==> config.mk <==
export PLATFORM = sky130hd
export DESIGN_NAME = dpdc_config_regs
export DESIGN_NICKNAME = d
export VERILOG_FILES = /design/src/rtl/dpdc_pkg.sv /design/src/rtl/dpdc_config_regs.sv /design/src/rtl/dpdc_edge_divider.sv
export SDC_FILE = /design/constraint.sdc
export NUM_CORES = 1
export LEC_CHECK = 0
export BUFFER_PORTS_ARGS = -buffer_cell sky130_fd_sc_hd__buf_2
export CORE_MARGIN = 3
export CORE_UTILIZATION = 29
export DETAILED_ROUTE_END_ITERATION = 7
export PLACE_DENSITY = 0.55
export SLEW_MARGIN = 20
export SYNTH_ARGS = -nofsm -noshare
export SYNTH_HDL_FRONTEND = slang
export SYNTH_HIERARCHICAL = 1
export SYNTH_SLANG_ARGS = --single-unit
==> constraint.sdc <==
create_clock -name clk -period 10.25 [get_ports clk]
set_input_delay 0.5125 -clock clk [delete_from_list [all_inputs] [get_ports clk]]
set_output_delay 0.5125 -clock clk [all_outputs]
set_load 0.05 [all_outputs]
==> src/rtl/dpdc_pkg.sv <==
package dpdc_pkg;
	localparam int ADDR_W = 12;
	localparam int DATA_W = 8;
	localparam int RATIO_W = 5;
	localparam int FEEDBACK_W = 8;
	localparam int MULT_W = 14;

	localparam logic [ADDR_W-1:0] PUMP_OFFSET = 12'h08A;
	localparam logic [ADDR_W-1:0] OSC_OFFSET = 12'h08B;
	localparam logic [ADDR_W-1:0] REF_OFFSET = 12'h08C;
	localparam logic [ADDR_W-1:0] CAL_OFFSET = 12'h0E2;

	localparam int PUMP_POS = 0;
	localparam int PUMP_W = 6;
	localparam int OSC_POS = 0;
	localparam int OSC_W = 2;
	localparam int REF_POS = 0;
	localparam int REF_W = 3;
	localparam int CAL_ENABLE_POS = 0;
	localparam int CAL_TRIGGER_POS = 1;

	localparam logic [PUMP_W-1:0] PUMP_RESET = 6'h20;
	localparam logic [OSC_W-1:0] OSC_RESET = 2'h2;
	localparam logic [REF_W-1:0] REF_RESET = 3'h1;
	localparam logic CAL_ENABLE_RESET = 1'h0;
	localparam logic CAL_TRIGGER_RESET = 1'h0;

	localparam logic [OSC_W-1:0] OSC_CODE_DIV4 = 2'h1;
	localparam logic [OSC_W-1:0] OSC_CODE_DIV8 = 2'h2;
	localparam logic [OSC_W-1:0] OSC_CODE_DIV16 = 2'h3;
	localparam logic [REF_W-1:0] REF_CODE_MAX = 3'h4;

	typedef struct packed {
		logic wrEn;
		logic rdEn;
		logic [ADDR_W-1:0] addr;
		logic [DATA_W-1:0] wrData;
	} dpdc_req_s;

	typedef struct packed {
		logic rdValid;
		logic [DATA_W-1:0] rdData;
	} dpdc_rsp_s;

	typedef struct packed {
		logic [PUMP_W-1:0] pumpCurrentCode;
		logic [RATIO_W-1:0] oscDivideRatio;
		logic oscDivideInvalid;
		logic [RATIO_W-1:0] referenceDivideRatio;
		logic referenceDivideInvalid;
		logic [MULT_W-1:0] converterMultiple;
		logic [MULT_W-1:0] oscillatorMultiple;
	} dpdc_pll_s;
endpackage : dpdc_pkg

==> src/rtl/dpdc_config_regs.sv <==
`timescale 1ns/10ps
`default_nettype none
module dpdc_config_regs (
	input wire logic clk,
	input wire logic sys_rst,
	input wire dpdc_pkg::dpdc_req_s regReq,
	output dpdc_pkg::dpdc_rsp_s regRsp,
	input wire logic [dpdc_pkg::FEEDBACK_W-1:0] feedbackCount,
	input wire logic referenceIn,
	output dpdc_pkg::dpdc_pll_s pllConfig,
	output logic referenceOut,
	output logic averagedCalStart,
	output logic averagedCalEnable
);
	import dpdc_pkg::*;

	logic [PUMP_W-1:0] pumpCurrentCode;
	logic [OSC_W-1:0] oscDivideSelect;
	logic [REF_W-1:0] referenceDivideRatio;
	logic averagedCalTrigger;
	logic calEnable;
	logic [PUMP_W-1:0] next_pumpCurrentCode;
	logic [OSC_W-1:0] next_oscDivideSelect;
	logic [REF_W-1:0] next_referenceDivideRatio;
	logic next_averagedCalTrigger;
	logic next_calEnable;
	logic next_calStart;
	logic calStart;

	// Register writes
	always_comb begin
		next_pumpCurrentCode = pumpCurrentCode;
		next_oscDivideSelect = oscDivideSelect;
		next_referenceDivideRatio = referenceDivideRatio;
		next_averagedCalTrigger = averagedCalTrigger;
		next_calEnable = calEnable;
		next_calStart = 1'b0;
		if (regReq.wrEn) begin
			case (regReq.addr)
				PUMP_OFFSET: begin
					// Upper bits dropped
					next_pumpCurrentCode = regReq.wrData[PUMP_POS +: PUMP_W];
				end
				OSC_OFFSET: begin
					next_oscDivideSelect = regReq.wrData[OSC_POS +: OSC_W];
				end
				REF_OFFSET: begin
					next_referenceDivideRatio = regReq.wrData[REF_POS +: REF_W];
				end
				CAL_OFFSET: begin
					next_calEnable = regReq.wrData[CAL_ENABLE_POS];
					next_averagedCalTrigger = regReq.wrData[CAL_TRIGGER_POS];
					// Only a 0 to 1 change starts; rewriting 1 does nothing
					next_calStart = regReq.wrData[CAL_TRIGGER_POS] &&
						!averagedCalTrigger;
				end
				default: begin
					next_calStart = 1'b0;
				end
			endcase
		end
	end

	always_ff @(posedge clk) begin
		if (sys_rst) begin
			pumpCurrentCode <= PUMP_RESET;
			oscDivideSelect <= OSC_RESET;
			referenceDivideRatio <= REF_RESET;
			averagedCalTrigger <= CAL_TRIGGER_RESET;
			calEnable <= CAL_ENABLE_RESET;
			calStart <= 1'b0;
		end else begin
			pumpCurrentCode <= next_pumpCurrentCode;
			oscDivideSelect <= next_oscDivideSelect;
			referenceDivideRatio <= next_referenceDivideRatio;
			averagedCalTrigger <= next_averagedCalTrigger;
			calEnable <= next_calEnable;
			calStart <= next_calStart;
		end
	end

	assign averagedCalStart = calStart;
	// Enable is only passed through; sequencing it is software's job
	assign averagedCalEnable = calEnable;

	// Register reads
	dpdc_rsp_s next_regRsp;

	always_comb begin
		next_regRsp = '0;
		if (regReq.rdEn) begin
			next_regRsp.rdValid = 1'b1;
			case (regReq.addr)
				PUMP_OFFSET: begin
					next_regRsp.rdData[PUMP_POS +: PUMP_W] = pumpCurrentCode;
				end
				OSC_OFFSET: begin
					next_regRsp.rdData[OSC_POS +: OSC_W] = oscDivideSelect;
				end
				REF_OFFSET: begin
					next_regRsp.rdData[REF_POS +: REF_W] = referenceDivideRatio;
				end
				CAL_OFFSET: begin
					next_regRsp.rdData[CAL_ENABLE_POS] = calEnable;
					next_regRsp.rdData[CAL_TRIGGER_POS] = averagedCalTrigger;
				end
				default: begin
					// Unmapped addresses answer zero
					next_regRsp.rdData = '0;
				end
			endcase
		end
	end

	always_ff @(posedge clk) begin
		if (sys_rst) begin
			regRsp <= '0;
		end else begin
			regRsp <= next_regRsp;
		end
	end

	// Ratio decoding and multiplier words
	dpdc_pll_s next_pllConfig;
	logic [RATIO_W-1:0] refRatio;

	always_comb begin
		next_pllConfig = '0;
		next_pllConfig.pumpCurrentCode = pumpCurrentCode;
		case (oscDivideSelect)
			OSC_CODE_DIV4: begin
				next_pllConfig.oscDivideRatio = RATIO_W'(4);
			end
			OSC_CODE_DIV8: begin
				next_pllConfig.oscDivideRatio = RATIO_W'(8);
			end
			OSC_CODE_DIV16: begin
				next_pllConfig.oscDivideRatio = RATIO_W'(16);
			end
			default: begin
				// Code 00 has no ratio; flagged, and the oscillator multiple drops to zero
				next_pllConfig.oscDivideRatio = '0;
				next_pllConfig.oscDivideInvalid = 1'b1;
			end
		endcase
		if (referenceDivideRatio <= REF_CODE_MAX) begin
			next_pllConfig.referenceDivideRatio =
				RATIO_W'(1) << referenceDivideRatio;
		end else begin
			next_pllConfig.referenceDivideRatio = RATIO_W'(1);
			next_pllConfig.referenceDivideInvalid = 1'b1;
		end
		next_pllConfig.converterMultiple =
			MULT_W'({feedbackCount, 1'b0});
		// Operands widened first so the product cannot wrap at 9 bits
		next_pllConfig.oscillatorMultiple =
			MULT_W'({feedbackCount, 1'b0}) *
			MULT_W'(next_pllConfig.oscDivideRatio);
	end

	always_ff @(posedge clk) begin
		if (sys_rst) begin
			pllConfig <= '0;
		end else begin
			pllConfig <= next_pllConfig;
		end
	end

	always_comb begin
		refRatio = pllConfig.referenceDivideRatio;
	end

	// Reference path divider on the sampled input level
	dpdc_edge_divider #(
		.RATIO_W(RATIO_W)
	) u_refDivider (
		.clk(clk),
		.sys_rst(sys_rst),
		.sigIn(referenceIn),
		.ratio(refRatio),
		.sigOut(referenceOut)
	);
endmodule : dpdc_config_regs
`default_nettype wire

==> src/rtl/dpdc_edge_divider.sv <==
`timescale 1ns/10ps
`default_nettype none
module dpdc_edge_divider #(
	parameter int RATIO_W = 5
) (
	input wire logic clk,
	input wire logic sys_rst,
	input wire logic sigIn,
	input wire logic [RATIO_W-1:0] ratio,
	output logic sigOut
);
	logic prevIn;
	logic [RATIO_W-1:0] edgeCount;
	logic next_prevIn;
	logic [RATIO_W-1:0] next_edgeCount;
	logic next_sigOut;
	logic [RATIO_W-1:0] halfRatio;

	// Toggling every half ratio of rising edges gives a square wave
	always_comb begin
		halfRatio = ratio >> 1;
		next_prevIn = sigIn;
		next_edgeCount = edgeCount;
		next_sigOut = sigOut;
		if (ratio <= RATIO_W'(1)) begin
			next_edgeCount = '0;
			next_sigOut = sigIn;
		end else if (sigIn && !prevIn) begin
			// Wrap on >= so a ratio lowered mid-count cannot stall
			if (edgeCount >= halfRatio - RATIO_W'(1)) begin
				next_edgeCount = '0;
				next_sigOut = !sigOut;
			end else begin
				next_edgeCount = edgeCount + RATIO_W'(1);
			end
		end
	end

	always_ff @(posedge clk) begin
		if (sys_rst) begin
			prevIn <= 1'b0;
			edgeCount <= '0;
			sigOut <= 1'b0;
		end else begin
			prevIn <= next_prevIn;
			edgeCount <= next_edgeCount;
			sigOut <= next_sigOut;
		end
	end
endmodule : dpdc_edge_divider
`default_nettype wire

**After elaboration in Yosys (flattened, before gate mapping)**

Index checks and enable logic that the tools add are counted.

- Logic and storage cells: 72
- Output and inout bits: 58
- Input port bits: 33
- Register bits: 76

- Reduce and logical (&&, ||, !) cells: 18
- Magnitude comparators: 3
- Bitwise operators: 5
- Multipliers: 1
- $add $sub $neg: 2
- Muxes and demuxes: 12
- Shifts and indexed selects: 1
- Eq/ne operators: 7

Operators with widths:

| cell | count |
|---|---|
| equality test 12 x 8 -> 1 bit (second input constant) | 4 |
| case mux 5 bit (3 select lines) | 1 |
| multiplier 8 x 5 -> 13 bit | 1 |
| AND reduction 2 bit | 5 |
| two-way mux 9 bit | 1 |
| OR reduction 3 bit | 3 |
| case mux 2 bit (4 select lines) | 1 |
| two-way mux 1 bit | 6 |
| OR reduction 2 bit | 3 |
| adder 5 x 1 -> 5 bit (second input constant) | 1 |
| >= comparator 5 bit | 1 |
| <= comparator 5 x 1 -> 1 bit (second input constant) | 1 |
| two-way mux 5 bit | 1 |
| NOT 1 bit | 5 |
| << shifter 1 x 3 -> 5 bit (first input constant) | 1 |
| subtractor 4 x 1 -> 5 bit (second input constant) | 1 |
| equality test 2 bit (second input constant) | 2 |
| nonzero test 2 bit | 2 |
| <= comparator 3 bit (second input constant) | 1 |
| zero test 1 bit | 3 |
| two-way mux 3 bit | 1 |
| equality test 2 x 1 -> 1 bit (second input constant) | 1 |
| logical AND 1 bit | 2 |
| case mux 1 bit (2 select lines) | 1 |

**Depth between registers and ports, before layout**

- Depth in word-level cells: 5
- Depth in mapped cells: 14
- Gate-level depth less buffers: 13

**Cells and area by module**

The synthesis kept the hierarchy.

Modules (own cells, without submodules):

| module | area each (um^2) | cells each | sequential area each (um^2) | times used |
|---|---|---|---|---|
| dpdc_config_regs | 2,683.8 | 285 | 1,121.1 | 1 |
| dpdc_edge_divider | 505.5 | 55 | 140.1 | 1 |

**Worst setup path after synthesis**

No wires, ideal clock.

- Path kind: register -> register
- Start: reg oscDivideSelect[1]
- End: reg pllConfig[13] in the netlist's numbering
- Path slack: 7.024 ns
- Setup time: 0.106 ns
- Period minus slack after synthesis: 3.226 ns
- Data required time: 10.144 ns
- Stages on the path, launching flop included: 15
- Arrival time: 3.120 ns
- Buffers on the path: 1
- Cells stage by stage: dfxtp_1 and2_1 clkbuf_1 nand2_1 fa_1 inv_1 ha_1 ha_1 ha_1 inv_1 fa_1 nor2b_1 o31a_1 nor2_1 o311ai_0

- Word-level cells in the longest chain between the ends: 3
- Elaborated cells on any way between the ends: 5
- Those cells by class: 1 x mul; 3 x eq/ne; 1 x mux

RTL lines:

| element | RTL line | source |
|---|---|---|
| start: declaration | dpdc_config_regs.sv:18 | `logic [OSC_W-1:0] oscDivideSelect;` |
| start signal: assignment | dpdc_config_regs.sv:74 | `oscDivideSelect <= next_oscDivideSelect;` |
| equality test 2 bit or equality test 2 x 1 -> 1 bit (tied branches) | dpdc_config_regs.sv:130 | `case (oscDivideSelect)` |
| case mux 5 bit (3 select lines) * | dpdc_config_regs.sv:130 |  |
| multiplier 8 x 5 -> 13 bit * | dpdc_config_regs.sv:157 | `MULT_W'({feedbackCount, 1'b0}) *` |
| end signal: assignment | dpdc_config_regs.sv:165 | `pllConfig <= next_pllConfig;` |
| end: declaration | dpdc_config_regs.sv:10 | `output dpdc_pkg::dpdc_pll_s pllConfig,` |

Mark *: on every way between the ends. The rest lies on a longest branch, timed or not.
A chain may end at the register's enable or synchronous reset.

**Worst setup path in the final report**

- Start: reg oscDivideSelect[0]
- End: reg pllConfig[13] in the netlist's numbering

Same word-level chain as after synthesis.

==> flow_summary_export.csv <==
group,metric,value,unit
worst_setup_path,worstPathArrival,3950,ps
detailed_routing,dr_total_vias,2476,
grt,grt_max_degree,43,
detailed_routing,drc_errors,0,
cts,clk_latency,340,ps
sta,slew_headroom,48.3,%
floorplan,die_y,111,µm
logic_synthesis,synth_edf_count,0,
floorplan,io_pins,91,
cts,cts.path.max_buffers,2,
logic_synthesis,ys_seq_area_share,39.5,%
floorplan,die_x,111,µm
detailed_routing,drt_iter0_drc,141,
power_and_ir_drop,powerDensity,138,nW/µm²
detailed_routing,avgRoutedWirePerCell,12.3,µm
grt,track_usage,11.4,%
grt,antenna_found_initial,0,
status,outcome,"finished, final reports clean",
logic_synthesis,ys.flop_type,"dfxtp_1",
cells_and_area,final_common_cell,"buf_2",
cts,clk_pin_slew,80,ps
cts,ctsResizeCount,0,
sta,fmax,0.269,GHz
cells_and_area,n_antenna_cell,0,
place,dp_hpwl,5.16,mm
place,place.port_buffers,75,
cts,numCtsBuffers,9,
logic_synthesis,yosysWarnings,6,
sta,fin_crit_sh,36.2,%
floorplan,start_util,30.3,%
worst_setup_path,cp_data_required_time,10480,ps
sta,clock_skew,7.23,ps
floorplan,die_area,12300,µm²
cts,cts.hold.buffers_added,0,
cts,cts_setup_buffers,0,
grt,overflow,0,
sta,tightest_slew,776,ps
power_and_ir_drop,vdd_drop_max,0.0511,mV
sta,slew_viol_final,0,
cts,cts_tree,"built",
cells_and_area,syn_to_final_growth,20.3,%
worst_setup_path,cp-start-kind,"flip-flop",
cells_and_area,final_cell_mix,"75 x buf_2, 63 x dfxtp_1, 40 x nand2_1",
detailed_routing,routed_wl,6.86,mm
worst_setup_path,path_class,"reg -> reg",
job,maxCapViolCount,0,
logic_synthesis,async_flop_share,0,%
grt,grt_pass1_wl,11.2,mm
worst_setup_path,end_kind,"flip-flop",
cts,htreeDepth,3,
grt,grt_pass1_vias,2384,
logic_synthesis,netlist_area,3190,µm²
sta,fin_setup_tns,0,ps
detailed_routing,drt_pass1_iterations,6,
power_and_ir_drop,cellLeakagePower,1.83,nW
detailed_routing,antenna_left,0,
hold_path,hp-class,"in -> reg",
sta,post-route-min-period,3710,ps
cells_and_area,drive_gt1_share,24.2,%
sta,rsz0062_at_grt,"no",
sta,hold_viol_final,0,
worst_setup_path,worstPathMaxFanout,9,
logic_synthesis,syn_area_per_cell,9.38,µm²
cells_and_area,nets,486,
floorplan,core_region_area,10500,µm²
place,gp_congestion,0.770,
logic_synthesis,syn_inst,340,
cts,root_buffer,"clkbuf_8",
detailed_routing,vias_per_cell,4.45,
logic_synthesis,synth-seq-cells,63,
sta,setup_viol,0,
power_and_ir_drop,report.power.total,0.000531,W
logic_synthesis,synth_cell_types,50,
cts,cts_sinks,63,
floorplan,rows,37,
## flip-flops by register name (all words and copies together), names as in the netlist
signal,cells
pllConfig,30
regRsp,7
pumpCurrentCode,6
refRatio,5
u_refDivider/edgeCount,5
referenceDivideRatio,3
oscDivideSelect,2
averagedCalEnable,1
averagedCalStart,1
averagedCalTrigger,1
u_refDivider/prevIn,1
u_refDivider/sigOut,1
## worst max-delay path: stages (launching register included)
cell and delay [ps]:
dfxtp_1 430, nor2b_1 570, nand2_1 150, fa_1 510, inv_1 50, ha_1 280
ha_1 280, ha_1 160, inv_1 60, fa_1 380, nor2b_1 210, o31a_1 200
nor2_1 50, o311ai_0 280
## worst paths after layout
path	endpoint	cells past startpoint	from	slack (ps)
worst max-delay path	pllConfig[13]	13	oscDivideSelect[0]	6540
worst max register to register	pllConfig[13]	13	oscDivideSelect[0]	6540
worst min register to register	regRsp[3]	1	pumpCurrentCode[3]	460
worst min-delay path	regRsp[8]	2	regReq[20]	430
## layer usage
layer / share of wire, % / routed length, µm / GRT usage (%) / up-vias
met5: 0 / 0 / 0 / -
met2: 47 / 3190 / 18.0 / 66
met4: 0.88 / 60 / 4.68 / 0
met1: 46 / 3160 / 13.9 / 1148
met3: 6.4 / 437 / 4.42 / 6
li1: - / - / - / 1256
## logic make-up after synthesis
family	share of synthesized area (%)
AOI/OAI and AO/OA	7.30
muxes	3.61
other	0.118
and+or+nand+nor	24.1
xor gates and xnor gates	1.65
buffers and inverters	7.30
DFF	39.5
adders and majority gates	16.4
## metrics by stage
stage               hold slack (ps)  util [%]  instance area [µm²]  std cells  setup slack, ps
CTS                             400      36.5                 3840        557             6510
finish                          426      36.5                 3840        557             6540
detailed placement              442      34.6                 3640        541             6550
global route                    426      36.5                 3840        557             6230
floorplan                       419         -                 3230        352             7020
global placement                435      34.6                 3640        541             6560
## synthesized netlist by cell type (3+ instances only)
master | number | share of area (%)
dfxtp_1 | 63 | 40
nand2_1 | 40 | 4.7
ha_1 | 29 | 11
nor2b_1 | 29 | 5.7
inv_1 | 25 | 2.9
nor2_1 | 21 | 2.5
buf_4 | 13 | 3.1
and2_1 | 12 | 2.4
o21ai_0 | 11 | 1.7
fa_1 | 8 | 5.0
clkbuf_1 | 7 | 0.82
mux2i_1 | 7 | 2.2
nor3_1 | 6 | 0.94
nand3_1 | 5 | 0.78
a21oi_1 | 4 | 0.63
and3_1 | 4 | 0.78
mux2_2 | 4 | 1.4
nor4b_1 | 4 | 1.1
a211oi_1 | 3 | 0.71
a31oi_1 | 3 | 0.59
xnor2_1 | 3 | 0.82
xor2_1 | 3 | 0.82
## report_power, final
part	internal [W]	switching [W]
registers	0.000250	0.00000197
logic	0.0000171	0.0000457
clock network	0.000113	0.000104
total	0.000379	0.000152
## layout make-up
cell class / count / area, µm²
Fill cell: 1106 / 6670
Multi-Input combinational cell: 242 / 1740
Sequential cell: 63 / 1260
Timing Repair Buffer: 75 / 375
Tap cell: 136 / 170
Clock buffer: 9 / 124
Inverter: 25 / 93.8
Clock inverter: 7 / 72.6
(Power assumes the default switching activity.)
